--- config.mk ---
export PLATFORM = sky130hd
export DESIGN_NAME = cavc_ctrl
export DESIGN_NICKNAME = d
export VERILOG_FILES = /design/src/core/cavc_pkg.sv /design/src/core/cavc_ctrl.sv
export VERILOG_INCLUDE_DIRS = /design/src /design/src/core
export SDC_FILE = /design/constraint.sdc
export NUM_CORES = 1
export LEC_CHECK = 0
export BUFFER_PORTS_ARGS = -buffer_cell sky130_fd_sc_hd__buf_2
export CAP_MARGIN = 15
export CORE_MARGIN = 3
export CORE_UTILIZATION = 40
export CTS_CLUSTER_DIAMETER = 150
export CTS_CLUSTER_SIZE = 16
export DETAILED_ROUTE_END_ITERATION = 7
export GPL_TIMING_DRIVEN = 0
export SYNTH_ARGS = -nofsm -noshare
export SYNTH_HDL_FRONTEND = slang
export SYNTH_SLANG_ARGS = --single-unit
--- constraint.sdc ---
create_clock -name clk -period 4.3 [get_ports clk]
set_clock_uncertainty 0.15 [all_clocks]
set_input_delay 0.86 -clock clk [delete_from_list [all_inputs] [get_ports clk]]
set_output_delay 0.86 -clock clk [all_outputs]
set_load 0.005 [all_outputs]
--- src/core/cavc_defs.svh ---
// constants for the crt address and vertical blanking control block
`ifndef CAVC_DEFS_SVH
`define CAVC_DEFS_SVH

// ==========================================
// register indices
`define CAVC_IDX_ROW_OFFSET_LOW 8'h13
`define CAVC_IDX_UNDERLINE_COUNT 8'h14
`define CAVC_IDX_VBLANK_START_LOW 8'h15
`define CAVC_IDX_VBLANK_END 8'h16
`define CAVC_IDX_CRT_MODE_CONTROL 8'h17
`define CAVC_IDX_EXT_VBLANK_START 8'h33
`define CAVC_IDX_EXT_ROW_OFFSET 8'h41

// ==========================================
// field positions
`define CAVC_UL_DWORD 6
`define CAVC_UL_QUARTER 5
`define CAVC_MC_RUN 7
`define CAVC_MC_BYTE 6
`define CAVC_MC_NOWRAP 5
`define CAVC_MC_HALF 3
`define CAVC_MC_HRDIV 2
`define CAVC_MC_NORS1 1
`define CAVC_MC_NORS0 0

// ==========================================
// reset values and read masks
`define CAVC_RST_BYTE 8'h00
`define CAVC_UL_RMASK 8'h7F
`define CAVC_MC_RMASK 8'hEF
`define CAVC_NIB_RMASK 8'h0F

`endif

--- src/core/cavc_pkg.sv ---
// types shared by the crt address and vertical blanking control block
package cavc_pkg;
   typedef enum logic [1:0]
   {
      CAVC_MODE_BYTE = 2'b00,
      CAVC_MODE_WORD = 2'b01,
      CAVC_MODE_DWORD = 2'b10
   } cavc_mode_e;
endpackage
--- src/core/cavc_ctrl.sv ---
// crt controller address shaping, row offset and vertical blanking
`timescale 1ns/1ps
`include "cavc_defs.svh"

module cavc_ctrl
   import cavc_pkg::*;
(
   input wire logic clk,
   input wire logic rst_n,
   input wire logic index_we,
   input wire logic data_we,
   input wire logic [7:0] wdata,
   output logic [7:0] rdata,
   input wire logic extended_select,
   input wire logic clocking_mode_dword,
   input wire logic max_scan_vbs_bit,
   input wire logic overflow_vbs_bit,
   input wire logic char_clk,
   input wire logic line_start,
   input wire logic [15:0] line_base,
   input wire logic hretrace,
   input wire logic frame_start,
   input wire logic [4:0] row_scan,
   input wire logic text_mode,
   input wire logic hsync_in,
   input wire logic vsync_in,
   output logic [11:0] row_offset,
   output logic [13:0] row_offset_bytes,
   output logic [15:0] decoder_address_input,
   output logic underline_on,
   output logic vblank,
   output logic hsync_out,
   output logic vsync_out
);

   // ==========================================
   // register file
   logic [7:0] index_r;
   logic [7:0] row_offset_low_r;
   logic [7:0] underline_and_count_mode_r;
   logic [7:0] vblank_start_low_r;
   logic [7:0] vblank_end_r;
   logic [7:0] crt_mode_control_r;
   logic [7:0] extended_vblank_start_r;
   logic [7:0] extended_row_offset_r;
   logic [7:0] rdata_r;
   logic [7:0] rdata_nxt;

   // one-hot write strobes from the current index
   wire wr_off = data_we && index_r == `CAVC_IDX_ROW_OFFSET_LOW;
   wire wr_ul = data_we && index_r == `CAVC_IDX_UNDERLINE_COUNT;
   wire wr_vbs = data_we && index_r == `CAVC_IDX_VBLANK_START_LOW;
   wire wr_vbe = data_we && index_r == `CAVC_IDX_VBLANK_END;
   wire wr_mc = data_we && index_r == `CAVC_IDX_CRT_MODE_CONTROL;
   wire wr_xvbs = data_we && index_r == `CAVC_IDX_EXT_VBLANK_START;
   wire wr_xoff = data_we && index_r == `CAVC_IDX_EXT_ROW_OFFSET;

   // reserved bits are never stored, so they read as zero
   always_ff @(posedge clk)
   begin
      if (!rst_n)
      begin
         index_r <= `CAVC_RST_BYTE;
         row_offset_low_r <= `CAVC_RST_BYTE;
         underline_and_count_mode_r <= `CAVC_RST_BYTE;
         vblank_start_low_r <= `CAVC_RST_BYTE;
         vblank_end_r <= `CAVC_RST_BYTE;
         crt_mode_control_r <= `CAVC_RST_BYTE;
         extended_vblank_start_r <= `CAVC_RST_BYTE;
         extended_row_offset_r <= `CAVC_RST_BYTE;
      end
      else
      begin
         if (index_we)
            index_r <= wdata;
         if (wr_off)
            row_offset_low_r <= wdata;
         if (wr_ul)
            underline_and_count_mode_r <= wdata & `CAVC_UL_RMASK;
         if (wr_vbs)
            vblank_start_low_r <= wdata;
         if (wr_vbe)
            vblank_end_r <= wdata;
         if (wr_mc)
            crt_mode_control_r <= wdata & `CAVC_MC_RMASK;
         if (wr_xvbs)
            extended_vblank_start_r <= wdata & `CAVC_NIB_RMASK;
         if (wr_xoff)
            extended_row_offset_r <= wdata & `CAVC_NIB_RMASK;
      end
   end

   // read mux; unknown indices belong to other blocks and read zero
   always_comb
   begin
      case (index_r)
         `CAVC_IDX_ROW_OFFSET_LOW: rdata_nxt = row_offset_low_r;
         `CAVC_IDX_UNDERLINE_COUNT: rdata_nxt = underline_and_count_mode_r;
         `CAVC_IDX_VBLANK_START_LOW: rdata_nxt = vblank_start_low_r;
         `CAVC_IDX_VBLANK_END: rdata_nxt = vblank_end_r;
         `CAVC_IDX_CRT_MODE_CONTROL: rdata_nxt = crt_mode_control_r;
         `CAVC_IDX_EXT_VBLANK_START: rdata_nxt = extended_vblank_start_r;
         `CAVC_IDX_EXT_ROW_OFFSET: rdata_nxt = extended_row_offset_r;
         default: rdata_nxt = `CAVC_RST_BYTE;
      endcase
   end

   always_ff @(posedge clk)
   begin
      if (!rst_n)
         rdata_r <= `CAVC_RST_BYTE;
      else
         rdata_r <= rdata_nxt;
   end
   assign rdata = rdata_r;

   // ==========================================
   // row offset, ungated by the extended select
   assign row_offset = {extended_row_offset_r[3:0], row_offset_low_r};
   // byte span of one character row
   assign row_offset_bytes = clocking_mode_dword ? {row_offset, 2'b00}
                                                 : {1'b0, row_offset, 1'b0};

   // ==========================================
   // control bit decode
   wire ul_dword = underline_and_count_mode_r[`CAVC_UL_DWORD];
   wire ul_quarter = underline_and_count_mode_r[`CAVC_UL_QUARTER];
   wire mc_run = crt_mode_control_r[`CAVC_MC_RUN];
   wire mc_byte = crt_mode_control_r[`CAVC_MC_BYTE];
   wire mc_nowrap = crt_mode_control_r[`CAVC_MC_NOWRAP];
   wire mc_half = crt_mode_control_r[`CAVC_MC_HALF];
   wire mc_hrdiv = crt_mode_control_r[`CAVC_MC_HRDIV];
   wire mc_nors1 = crt_mode_control_r[`CAVC_MC_NORS1];
   wire mc_nors0 = crt_mode_control_r[`CAVC_MC_NORS0];

   // doubleword dominates the word/byte bit
   cavc_mode_e mode_w;
   assign mode_w = ul_dword ? CAVC_MODE_DWORD
                 : (mc_byte ? CAVC_MODE_BYTE : CAVC_MODE_WORD);

   // ==========================================
   // memory address counter
   logic [15:0] ma_r;
   logic [1:0] div_r;
   logic [1:0] div_last_w;

   // last divider count: 00 -> 0, 01 -> 1, 10 -> 3, 11 -> 1
   assign div_last_w = (ul_quarter && !mc_half) ? 2'h3
                     : ((ul_quarter || mc_half) ? 2'h1 : 2'h0);
   wire step_w = char_clk && div_r == div_last_w;

   // line start reloads and realigns the cadence
   always_ff @(posedge clk)
   begin
      if (!rst_n)
      begin
         ma_r <= 16'h0000;
         div_r <= 2'h0;
      end
      else if (line_start)
      begin
         ma_r <= line_base;
         div_r <= 2'h0;
      end
      else if (char_clk)
      begin
         div_r <= step_w ? 2'h0 : div_r + 2'h1;
         if (step_w)
            ma_r <= ma_r + 16'h0001;
      end
   end

   // ==========================================
   // address reorganisation then row scan substitution
   function automatic logic [15:0] cavc_reorg(input logic [15:0] ma, input cavc_mode_e md,
                                              input logic nowrap);
      logic [15:0] o;
      case (md)
         CAVC_MODE_BYTE: o = ma;
         // wrap clear folds bit 13 down for 16 KB wrap
         CAVC_MODE_WORD: o = {ma[14:0], nowrap ? ma[15] : ma[13]};
         CAVC_MODE_DWORD: o = {ma[13:0], ma[13], ma[12]};
         default: o = ma;
      endcase
      return o;
   endfunction

   wire [15:0] reorganised_counter_address = cavc_reorg(ma_r, mode_w, mc_nowrap);
   logic [15:0] addr_nxt;
   always_comb
   begin
      addr_nxt = reorganised_counter_address;
      if (!mc_nors1)
         addr_nxt[14] = row_scan[1];
      if (!mc_nors0)
         addr_nxt[13] = row_scan[0];
   end

   logic [15:0] addr_r;
   logic underline_r;
   always_ff @(posedge clk)
   begin
      if (!rst_n)
      begin
         addr_r <= 16'h0000;
         underline_r <= 1'b0;
      end
      else
      begin
         addr_r <= addr_nxt;
         underline_r <= text_mode && row_scan == underline_and_count_mode_r[4:0];
      end
   end
   assign decoder_address_input = addr_r;
   assign underline_on = underline_r;

   // ==========================================
   // vertical counter and blanking
   logic [11:0] vcount_r;
   logic hr_phase_r;
   logic vblank_r;
   wire [11:0] vbs_w = extended_select ? {extended_vblank_start_r[3:0], vblank_start_low_r}
                     : {2'b00, max_scan_vbs_bit, overflow_vbs_bit, vblank_start_low_r};
   // half rate: every second retrace pulse advances the counter
   wire vadv_w = hretrace && (!mc_hrdiv || hr_phase_r);
   wire [11:0] vnext_w = vcount_r + 12'h001;

   always_ff @(posedge clk)
   begin
      if (!rst_n)
      begin
         vcount_r <= 12'h000;
         hr_phase_r <= 1'b0;
         vblank_r <= 1'b0;
      end
      else if (frame_start)
      begin
         vcount_r <= 12'h000;
         hr_phase_r <= 1'b0;
         vblank_r <= vbs_w == 12'h000;
      end
      else if (hretrace)
      begin
         hr_phase_r <= mc_hrdiv ? !hr_phase_r : 1'b0;
         if (vadv_w)
         begin
            vcount_r <= vnext_w;
            // a start match wins over an end match on the same line
            if (vnext_w == vbs_w)
               vblank_r <= 1'b1;
            else if (vnext_w[7:0] == vblank_end_r)
               vblank_r <= 1'b0;
         end
      end
   end
   assign vblank = vblank_r;

   // ==========================================
   // sync gating; nothing else is held by the reset bit
   logic hsync_r;
   logic vsync_r;
   always_ff @(posedge clk)
   begin
      if (!rst_n)
      begin
         hsync_r <= 1'b0;
         vsync_r <= 1'b0;
      end
      else
      begin
         hsync_r <= hsync_in && mc_run;
         vsync_r <= vsync_in && mc_run;
      end
   end
   assign hsync_out = hsync_r;
   assign vsync_out = vsync_r;
endmodule

# Word-level counts from Yosys, hierarchy flattened
# Cells that the tools add are included.
dict set report word_totals {
  register_bits 113
  latch_bits 0
  ram_bits 0
  romBits 0
  input_bits 44
  n_memories 0
}
dict set report classes {
  n_addsub 3
  n_mul 0
  div 0
  n_lt_le_gt_ge 0
  eq_ne 13
  n_shift 0
  muxes 21
  bitwise 1
  reduce_logical 29
}
# op n
set ops {}
lappend ops {{8-bit one-hot mux with 7 select lines} 1}
lappend ops {{16-bit two-way mux} 3}
lappend ops {{8-bit by 5-bit == test with 1-bit output, second input constant} 5}
lappend ops {{16-bit one-hot mux with 2 select lines} 1}
lappend ops {{16-bit by 1-bit adder with 16-bit output, second input constant} 1}
lappend ops {{14-bit two-way mux} 1}
lappend ops {{1-bit logical AND} 13}
lappend ops {{12-bit by 1-bit adder with 12-bit output, second input constant} 1}
lappend ops {{12-bit == test} 1}
lappend ops {{12-bit zero test} 1}
lappend ops {{12-bit two-way mux} 1}
lappend ops {{1-bit two-way mux} 11}
lappend ops {{8-bit by 6-bit == test with 1-bit output, second input constant} 1}
lappend ops {{8-bit by 7-bit == test with 1-bit output, second input constant} 1}
lappend ops {{8-bit == test} 1}
lappend ops {{2-bit nonzero test} 4}
lappend ops {{2-bit two-way mux} 3}
lappend ops {{5-bit == test} 1}
lappend ops {{2-bit AND reduction} 2}
lappend ops {{2-bit OR reduction} 2}
lappend ops {{1-bit zero test} 3}
lappend ops {{3-bit AND reduction} 1}
lappend ops {{3-bit nonzero test} 1}
lappend ops {{2-bit by 1-bit adder with 2-bit output, second input constant} 1}
lappend ops {{other kinds (5)} 6}

# Depth between registers and ports, before layout
# Gate-level depths: netlist of the first run.
dict set report logic_depth {
  word_depth 8
  ltp_mapped 8
}

# Worst setup path before layout of the first run
# Ideal clock, no wire load.
dict set report synth_timing {
  path_kind {input to output}
  start {input port clocking_mode_dword}
  end {output port row_offset_bytes[10]}
  arrival_ps 1536
  required_time_ps 3290
  slack_ps 1754
  path_stages 2
  path_buffers 1
  cell_sequence {buf_1 > mux2_2}
}
dict set report synth_between {
  elab_chain_cells 1
}
# item line
set synth_lines {}
lappend synth_lines {{from (decl)} cavc_ctrl.sv:15} ;# input wire logic clocking_mode_dword,
lappend synth_lines {{14-bit two-way mux} cavc_ctrl.sv:121} ;# assign row_offset_bytes = clocking_mode_dword ? {row_offset, 2'b00}
lappend synth_lines {{to (decl)} cavc_ctrl.sv:28} ;# output logic [13:0] row_offset_bytes,
# No other way between the ends.

# Final worst setup path of the first run
dict set report layout_timing {
  start {input port clocking_mode_dword}
  end {output port row_offset_bytes[7]}
}
# Same word-level chain as after synthesis.

==> results of run 1 <==
## flip-flops by register name, indices dropped and copies added (netlist names)
register,count
underline_on,1
rdata,8
crt_mode_control_r,7
hr_phase_r,1
row_offset_low_r,8
ma_r,16
vblank_end_r,8
decoder_address_input,16
div_r,2
underline_and_count_mode_r,7
vblank_start_low_r,8
extended_vblank_start_r,4
vblank,1
hsync_out,1
vsync_out,1
extended_row_offset_r,4
vcount_r,12
index_r,8
## final timing paths
path | startpoint | endpoint | slack [ns] | cells after the start
max | clocking_mode_dword | row_offset_bytes[7] | 1.41 | 4
min | hr_phase_r | hr_phase_r | 0.34 | 2
max reg2reg | index_r[4] | extended_vblank_start_r[3] | 2.11 | 7
min reg2reg | hr_phase_r | hr_phase_r | 0.34 | 2
## area by class of cell
cell class	count	area share (%)
Buffer	47	2.85
Clock buffer	19	6.37
Multi-Input combinational cell	464	46.5
Timing Repair Buffer	89	6.27
Clock inverter	13	2.57
Tap cell	180	3.17
Sequential cell	113	31.8
Inverter	8	0.423
## through the flow
stage          setup slack (ns)  hold WS, ns  area (sq um)
3_3_place_gp               1.45        0.326          6470
6_report                   1.41        0.337          7110
5_1_grt                    1.33        0.369          7110
2_1_floorplan              1.75        0.312          5800
3_5_place_dp               1.40        0.331          6470
4_1_cts                    1.40        0.339          7110
## cell usage in the layout, fill, tap and decap left out, drive strengths merged, types with 18 or more instances in the layout
master,netlist,layout
nand3,28,28
a21boi,18,18
nand2,58,58
xnor2,41,41
a21oi,26,26
nor2b,44,44
buf,13,102
nor2,37,37
mux2i,59,59
clkbuf,34,53
o21ai,27,27
dfxtp,113,113
## layer usage
layer | vias to the layer above | track usage [%] | share of wire (%)
li1 | 2427 | - | -
met1 | 2351 | 25.0 | 44
met2 | 189 | 31.6 | 46
met3 | 19 | 6.61 | 7.9
met4 | 0 | 5.74 | 1.2
met5 | - | 0 | 0
## power breakdown
part	switching (mW)	total, mW	internal (mW)
Clock	0.514	1.51	1.00
Combinational	0.101	0.179	0.0780
Sequential	0.0259	1.10	1.07
Total	0.640	2.79	2.15
## kinds of logic (layout without fill, tap and decap cells)
logic type      after synthesis  in the layout  synth area share, %
flops                       113            113                 39.0
xor+xnor                     56             56                 8.95
other cells                   1              1               0.0647
buf+inv                      55            176                 4.01
fa+ha+maj                     2              2                0.431
compound gates              106            106                 12.6
simple gates                222            222                 20.1
mux                          77             77                 14.8
## worst max-delay path, stage by stage
cell	delay, ns
sky130_fd_sc_hd__buf_2	0.12
sky130_fd_sc_hd__buf_1	0.39
sky130_fd_sc_hd__mux2_2	0.39
sky130_fd_sc_hd__buf_2	0.13
==> flow_metrics.py, run 1 <==
metrics = {
    "outcome": {
        "run_status": "finished clean",
    },
    "sta": {
        "period_needed_ns": 2.89,
        "actual_transition_at_the_worst_max_transition_pin_ns": 0.662,
        "layout_worst_path_cycle_share_pct": 67.3,
        "maxSlewHeadroom_pct": 55.8,
        "timing.setup.tns_ns": 0,
        "achievable-frequency_ghz": 0.346,
        "number_of_failing_hold_endpoints_at_the_final_stage": 0,
        "setup_viol": 0,
        "grt_setup_unrepaired": "false",
        "slew_viol_final": 0,
    },
    "power_and_ir_drop": {
        "power-per-cell-area_nw_per_um2": 393,
        "leakagePower_nw": 2.99,
        "power.ir.vdd_worst_mv": 0.364,
        "report.power.total_mw": 2.79,
    },
    "floorplan": {
        "chipWidth_um": 126,
        "core_area_sq_um": 14000,
        "row_count": 43,
        "io_pins": 98,
        "die_h_um": 126,
        "die_area_sq_um": 16000,
        "initial_core_util_pct": 41.3,
    },
    "logic_synthesis": {
        "synth_seq_area_share_pct": 39.0,
        "netlist_top_cells_area": "sky130_fd_sc_hd__dfxtp_1 (39%), sky130_fd_sc_hd__mux2i_1 (10%), sky130_fd_sc_hd__xnor2_1 (6.2%)",
        "synthesis.area_sq_um": 5800,
        "post_synth_inst_count": 632,
        "synth_fp_nets": 678,
        "synth_top_area_share_pct": 39.0,
        "postSynthAreaPerCell_sq_um": 9.18,
        "async_reset_ff_share_pct": 0,
        "synth.cells.most_frequent": "sky130_fd_sc_hd__dfxtp_1 (113), sky130_fd_sc_hd__mux2i_1 (59), sky130_fd_sc_hd__nand2_1 (58), sky130_fd_sc_hd__nor2b_1 (44), sky130_fd_sc_hd__xnor2_1 (41)",
        "netlist-cell-type-count": 58,
        "synthMostInstantiatedCell": "sky130_fd_sc_hd__dfxtp_1",
        "yosys_warnings": 0,
        "dominantRegCellSynth": "sky130_fd_sc_hd__dfxtp_1",
        "post_synthesis_register_bit_count": 113,
        "synth_top_cell_by_area": "sky130_fd_sc_hd__dfxtp_1",
        "synth-edff-count": 0,
    },
    "cts": {
        "cts_htree_levels": 4,
        "clock-root-buffer": "sky130_fd_sc_hd__clkbuf_16",
        "clkSlewWorstSetupHoldPaths_ns": 0.05,
        "clock_sinks": 113,
        "post-cts-setup-buffer-count": 0,
        "cts_inserted_buffers": 17,
        "post_cts_hold_fix_bufs": 0,
        "post_cts_resized": 0,
        "cts-root-to-sink-buffers": 2,
        "worst_skew_pair.late_latency_ns": 0.42,
        "tritoncts": "done",
    },
    "critical_path": {
        "critical_path_maximum_fanout": 10,
        "worst_setup_path_start_kind": "input pin",
        "critPathCaptureType": "output port",
        "arrival_ns": 1.88,
        "timing_worst_setup_path_type": "in -> out",
        "cp.required_ns": 3.29,
    },
    "run": {
        "max_cap_violations": 0,
    },
    "final_layout": {
        "ff_latch_area_sq_um": 2260,
        "post_route_cells_drive_above_1_share_pct": 21.0,
        "filler_cell_count": 1287,
        "stdcell_count": 933,
        "multiInputGateArea_sq_um": 3300,
        "final_nets": 786,
        "antenna-diode-count": 0,
        "final_core_util_pct": 50.6,
        "areaGrowthSynthToFinish_pct": 22.5,
    },
    "route": {
        "wirelength_um": 15800,
        "ant_nets": 0,
        "detailedRoute.firstPassIterationCount": 5,
        "wire_per_inst_um": 16.9,
        "routed-via-count": 4986,
        "drt-initial-drc-count": 293,
        "vias_per_cell": 5.34,
        "drt_drc_violations_left": 0,
    },
    "global_route": {
        "grt_pass1_vias": 4663,
        "first_pass_grt_wire_length_um": 24600,
        "grt_max_degree": 17,
        "antenna_violations_before_repair": 0,
        "global_route.overflow_total": 0,
        "global_route.usage.total_pct": 19.6,
    },
    "placed_design": {
        "routability_cong": 0.844,
        "portBuffers": 89,
        "place_hpwl_um": 11600,
        "dp_cells": 901,
    },
    "worst_hold_path": {
        "worst_hold_path_type": "reg -> reg",
    },
}
Note: power is estimated with default switching activity, not from simulation.
==> run 2, diff against run 1 <==
ABC_AREA = 1   (was default)
clock period = 2.8 ns   (was 4.3 ns; I/O delays follow)
==> run 2 against run 1 <==
Effect of this change: worst setup slack got worse by 0.78 ns; global-route usage rose by 3.6 points; combinational power rose by 64%; register-to-register slack got worse by 1.5 ns; sequential power rose by 54%; critical path depth rose by 8; worst hold slack got worse by 0.14 ns; final area fell by 0.86%; via count rose by 20%; critical path type is now reg -> reg; largest power group unchanged.
==> flow_metrics.py, run 2 <==
metrics = {
    "outcome": {
        "run_status": "finished clean",
    },
    "logic_synthesis": {
        "post_synth_inst_count": 836,
        "synth_top_cell_by_area": "sky130_fd_sc_hd__dfxtp_1",
        "synthesis.area_sq_um": 5710,
        "post_synthesis_register_bit_count": 113,
        "yosys_warnings": 0,
        "synth-edff-count": 0,
        "async_reset_ff_share_pct": 0,
        "netlist_top_cells_area": "sky130_fd_sc_hd__dfxtp_1 (40%), sky130_fd_sc_hd__nand2_1 (12%), sky130_fd_sc_hd__o21ai_0 (7.4%)",
        "synth_top_area_share_pct": 39.6,
        "netlist-cell-type-count": 43,
        "synth_seq_area_share_pct": 39.6,
        "synth.cells.most_frequent": "sky130_fd_sc_hd__nand2_1 (189), sky130_fd_sc_hd__dfxtp_1 (113), sky130_fd_sc_hd__inv_1 (107), sky130_fd_sc_hd__o21ai_0 (84), sky130_fd_sc_hd__nor2_1 (72)",
        "synthMostInstantiatedCell": "sky130_fd_sc_hd__nand2_1",
        "dominantRegCellSynth": "sky130_fd_sc_hd__dfxtp_1",
        "postSynthAreaPerCell_sq_um": 6.83,
        "synth_fp_nets": 882,
    },
    "placed_design": {
        "routability_cong": 0.871,
        "portBuffers": 95,
        "place_hpwl_um": 13800,
        "preCtsSetupSlack_ns": 0.353,
    },
    "sta": {
        "timing.setup.tns_ns": 0,
        "number_of_failing_hold_endpoints_at_the_final_stage": 0,
        "setup_viol": 0,
        "timing.final.ws_setup_ns": 0.623,
        "slew_viol_final": 0,
        "actual_transition_at_the_worst_max_transition_pin_ns": 0.625,
        "period_needed_ns": 2.18,
        "grt_setup_unrepaired": "false",
        "layout_worst_path_cycle_share_pct": 77.7,
        "achievable-frequency_ghz": 0.459,
        "maxSlewHeadroom_pct": 57.9,
    },
    "final_layout": {
        "most-common-layout-cells": "sky130_fd_sc_hd__nand2_1 (189), sky130_fd_sc_hd__dfxtp_1 (113), sky130_fd_sc_hd__inv_1 (107), sky130_fd_sc_hd__buf_2 (100), sky130_fd_sc_hd__o21ai_0 (84)",
        "post_route_cells_drive_above_1_share_pct": 16.6,
        "final_nets": 996,
        "final_common_cell": "sky130_fd_sc_hd__nand2_1",
        "areaGrowthSynthToFinish_pct": 23.3,
        "antenna-diode-count": 0,
    },
    "worst_hold_path": {
        "hp-start": "row_scan[2]",
        "worst_hold_path_type": "in -> reg",
    },
    "global_route": {
        "grt_max_degree": 17,
        "grt_pass1_vias": 5432,
        "global_route.usage.total_pct": 23.2,
        "antenna_violations_before_repair": 0,
        "first_pass_grt_wire_length_um": 28800,
        "global_route.overflow_total": 0,
    },
    "critical_path": {
        "cp.required_ns": 2.96,
        "crit_start": "vcount_r[0]",
        "critPathCaptureType": "flop",
        "critical_path_maximum_fanout": 7,
        "worst_setup_path_start_kind": "flop",
        "rr_startpoint": "vcount_r[0]",
        "arrival_ns": 2.34,
        "timing_worst_setup_path_type": "reg -> reg",
    },
    "route": {
        "routed-via-count": 6006,
        "detailedRoute.firstPassIterationCount": 7,
        "ant_nets": 0,
        "wirelength_um": 18000,
        "wire_per_inst_um": 15.8,
        "drt_drc_violations_left": 0,
        "vias_per_cell": 5.25,
        "drt-initial-drc-count": 546,
    },
    "floorplan": {
        "die_h_um": 125,
        "row_count": 43,
        "core_area_sq_um": 13900,
        "initial_core_util_pct": 41.0,
        "chipWidth_um": 125,
        "io_pins": 98,
        "die_area_sq_um": 15700,
    },
    "cts": {
        "post-cts-setup-buffer-count": 0,
        "cts-root-to-sink-buffers": 2,
        "cts_inserted_buffers": 17,
        "clock-root-buffer": "sky130_fd_sc_hd__clkbuf_16",
        "post_cts_hold_fix_bufs": 0,
        "post_cts_resized": 0,
        "cts_htree_levels": 4,
        "worst_skew_pair.late_latency_ns": 0.42,
        "clkSlewWorstSetupHoldPaths_ns": 0.05,
        "clock_sinks": 113,
        "tritoncts": "done",
    },
    "power_and_ir_drop": {
        "power-per-cell-area_nw_per_um2": 610,
        "report.power.total_mw": 4.30,
        "leakagePower_nw": 3.01,
        "power.ir.vdd_worst_mv": 0.438,
    },
    "run": {
        "max_cap_violations": 0,
    },
}
-- run 2: worst max-delay path, cell delays in order (launching register included) --
cell	delay, ns
sky130_fd_sc_hd__dfxtp_1	0.55
sky130_fd_sc_hd__ha_1	0.31
sky130_fd_sc_hd__nand2_2	0.15
sky130_fd_sc_hd__nor2_4	0.16
sky130_fd_sc_hd__nand2_1	0.11
sky130_fd_sc_hd__nand3_1	0.08
sky130_fd_sc_hd__nand3_1	0.07
sky130_fd_sc_hd__a21oi_1	0.16
sky130_fd_sc_hd__nand3_1	0.12
sky130_fd_sc_hd__nand2_1	0.07
sky130_fd_sc_hd__nand2_1	0.05
sky130_fd_sc_hd__nand2_1	0.05
sky130_fd_sc_hd__nand2_1	0.04
-- run 2: final cells by class --
type                    count  area (sq um)
fillers                  1432          6890
clock buffers              23           478
inverters                 111           417
well taps                 180           225
plain buffers              30           141
multi-input cells         582          2890
flip-flops and latches    113          2260
clock inverters             9           154
repair buffers             95           475
-- run 2: through the flow --
stage	hold WS [ns]	instance area, sq um	instances	util [%]
2_1_floorplan	0.282	5710	836	-
3_3_place_gp	0.297	6410	1111	46.0
3_5_place_dp	0.299	6410	1111	46.0
4_1_cts	0.193	7040	1143	50.6
5_1_grt	0.199	7040	1143	50.6
6_report	0.200	7040	1143	50.6
-- run 2: cells by family after synthesis --
kind of cell / after synthesis / share of synthesized area (%)
AND/OR/NAND/NOR: 359 / 28.0
flip-flops: 113 / 39.6
adder cells (fa/ha/maj): 2 / 0.438
other: 1 / 0.0657
buffers and inverters: 141 / 9.77
AO/OA/AOI/OAI: 207 / 20.2
XOR/XNOR: 13 / 1.99
-- run 2: routing by layer --
metal	part of all wire (%)	GRT usage, %	vias up	wire [um]
li1	-	-	3003	-
met1	46	31.4	2752	8260
met2	45	36.5	219	8200
met3	6.5	5.81	32	1180
met4	2.2	7.59	0	403
met5	0	0	-	0
-- run 2: worst paths after layout --
| kind | depth (start not counted) | to | slack (ns) |
|---|---|---|---|
| setup / recovery | 12 | vblank | 0.62 |
| hold reg to reg | 2 | hr_phase_r | 0.30 |
| hold / removal | 2 | underline_on | 0.20 |
| setup reg to reg | 12 | vblank | 0.62 |
-- run 2: power by group --
| group | leakage (nW) | internal (mW) | switching, mW |
|---|---|---|---|
| combinational | 1.79 | 0.0985 | 0.195 |
| clock | 0.303 | 1.56 | 0.761 |
| sequential | 0.918 | 1.65 | 0.0375 |
| total | 3.01 | 3.31 | 0.994 |
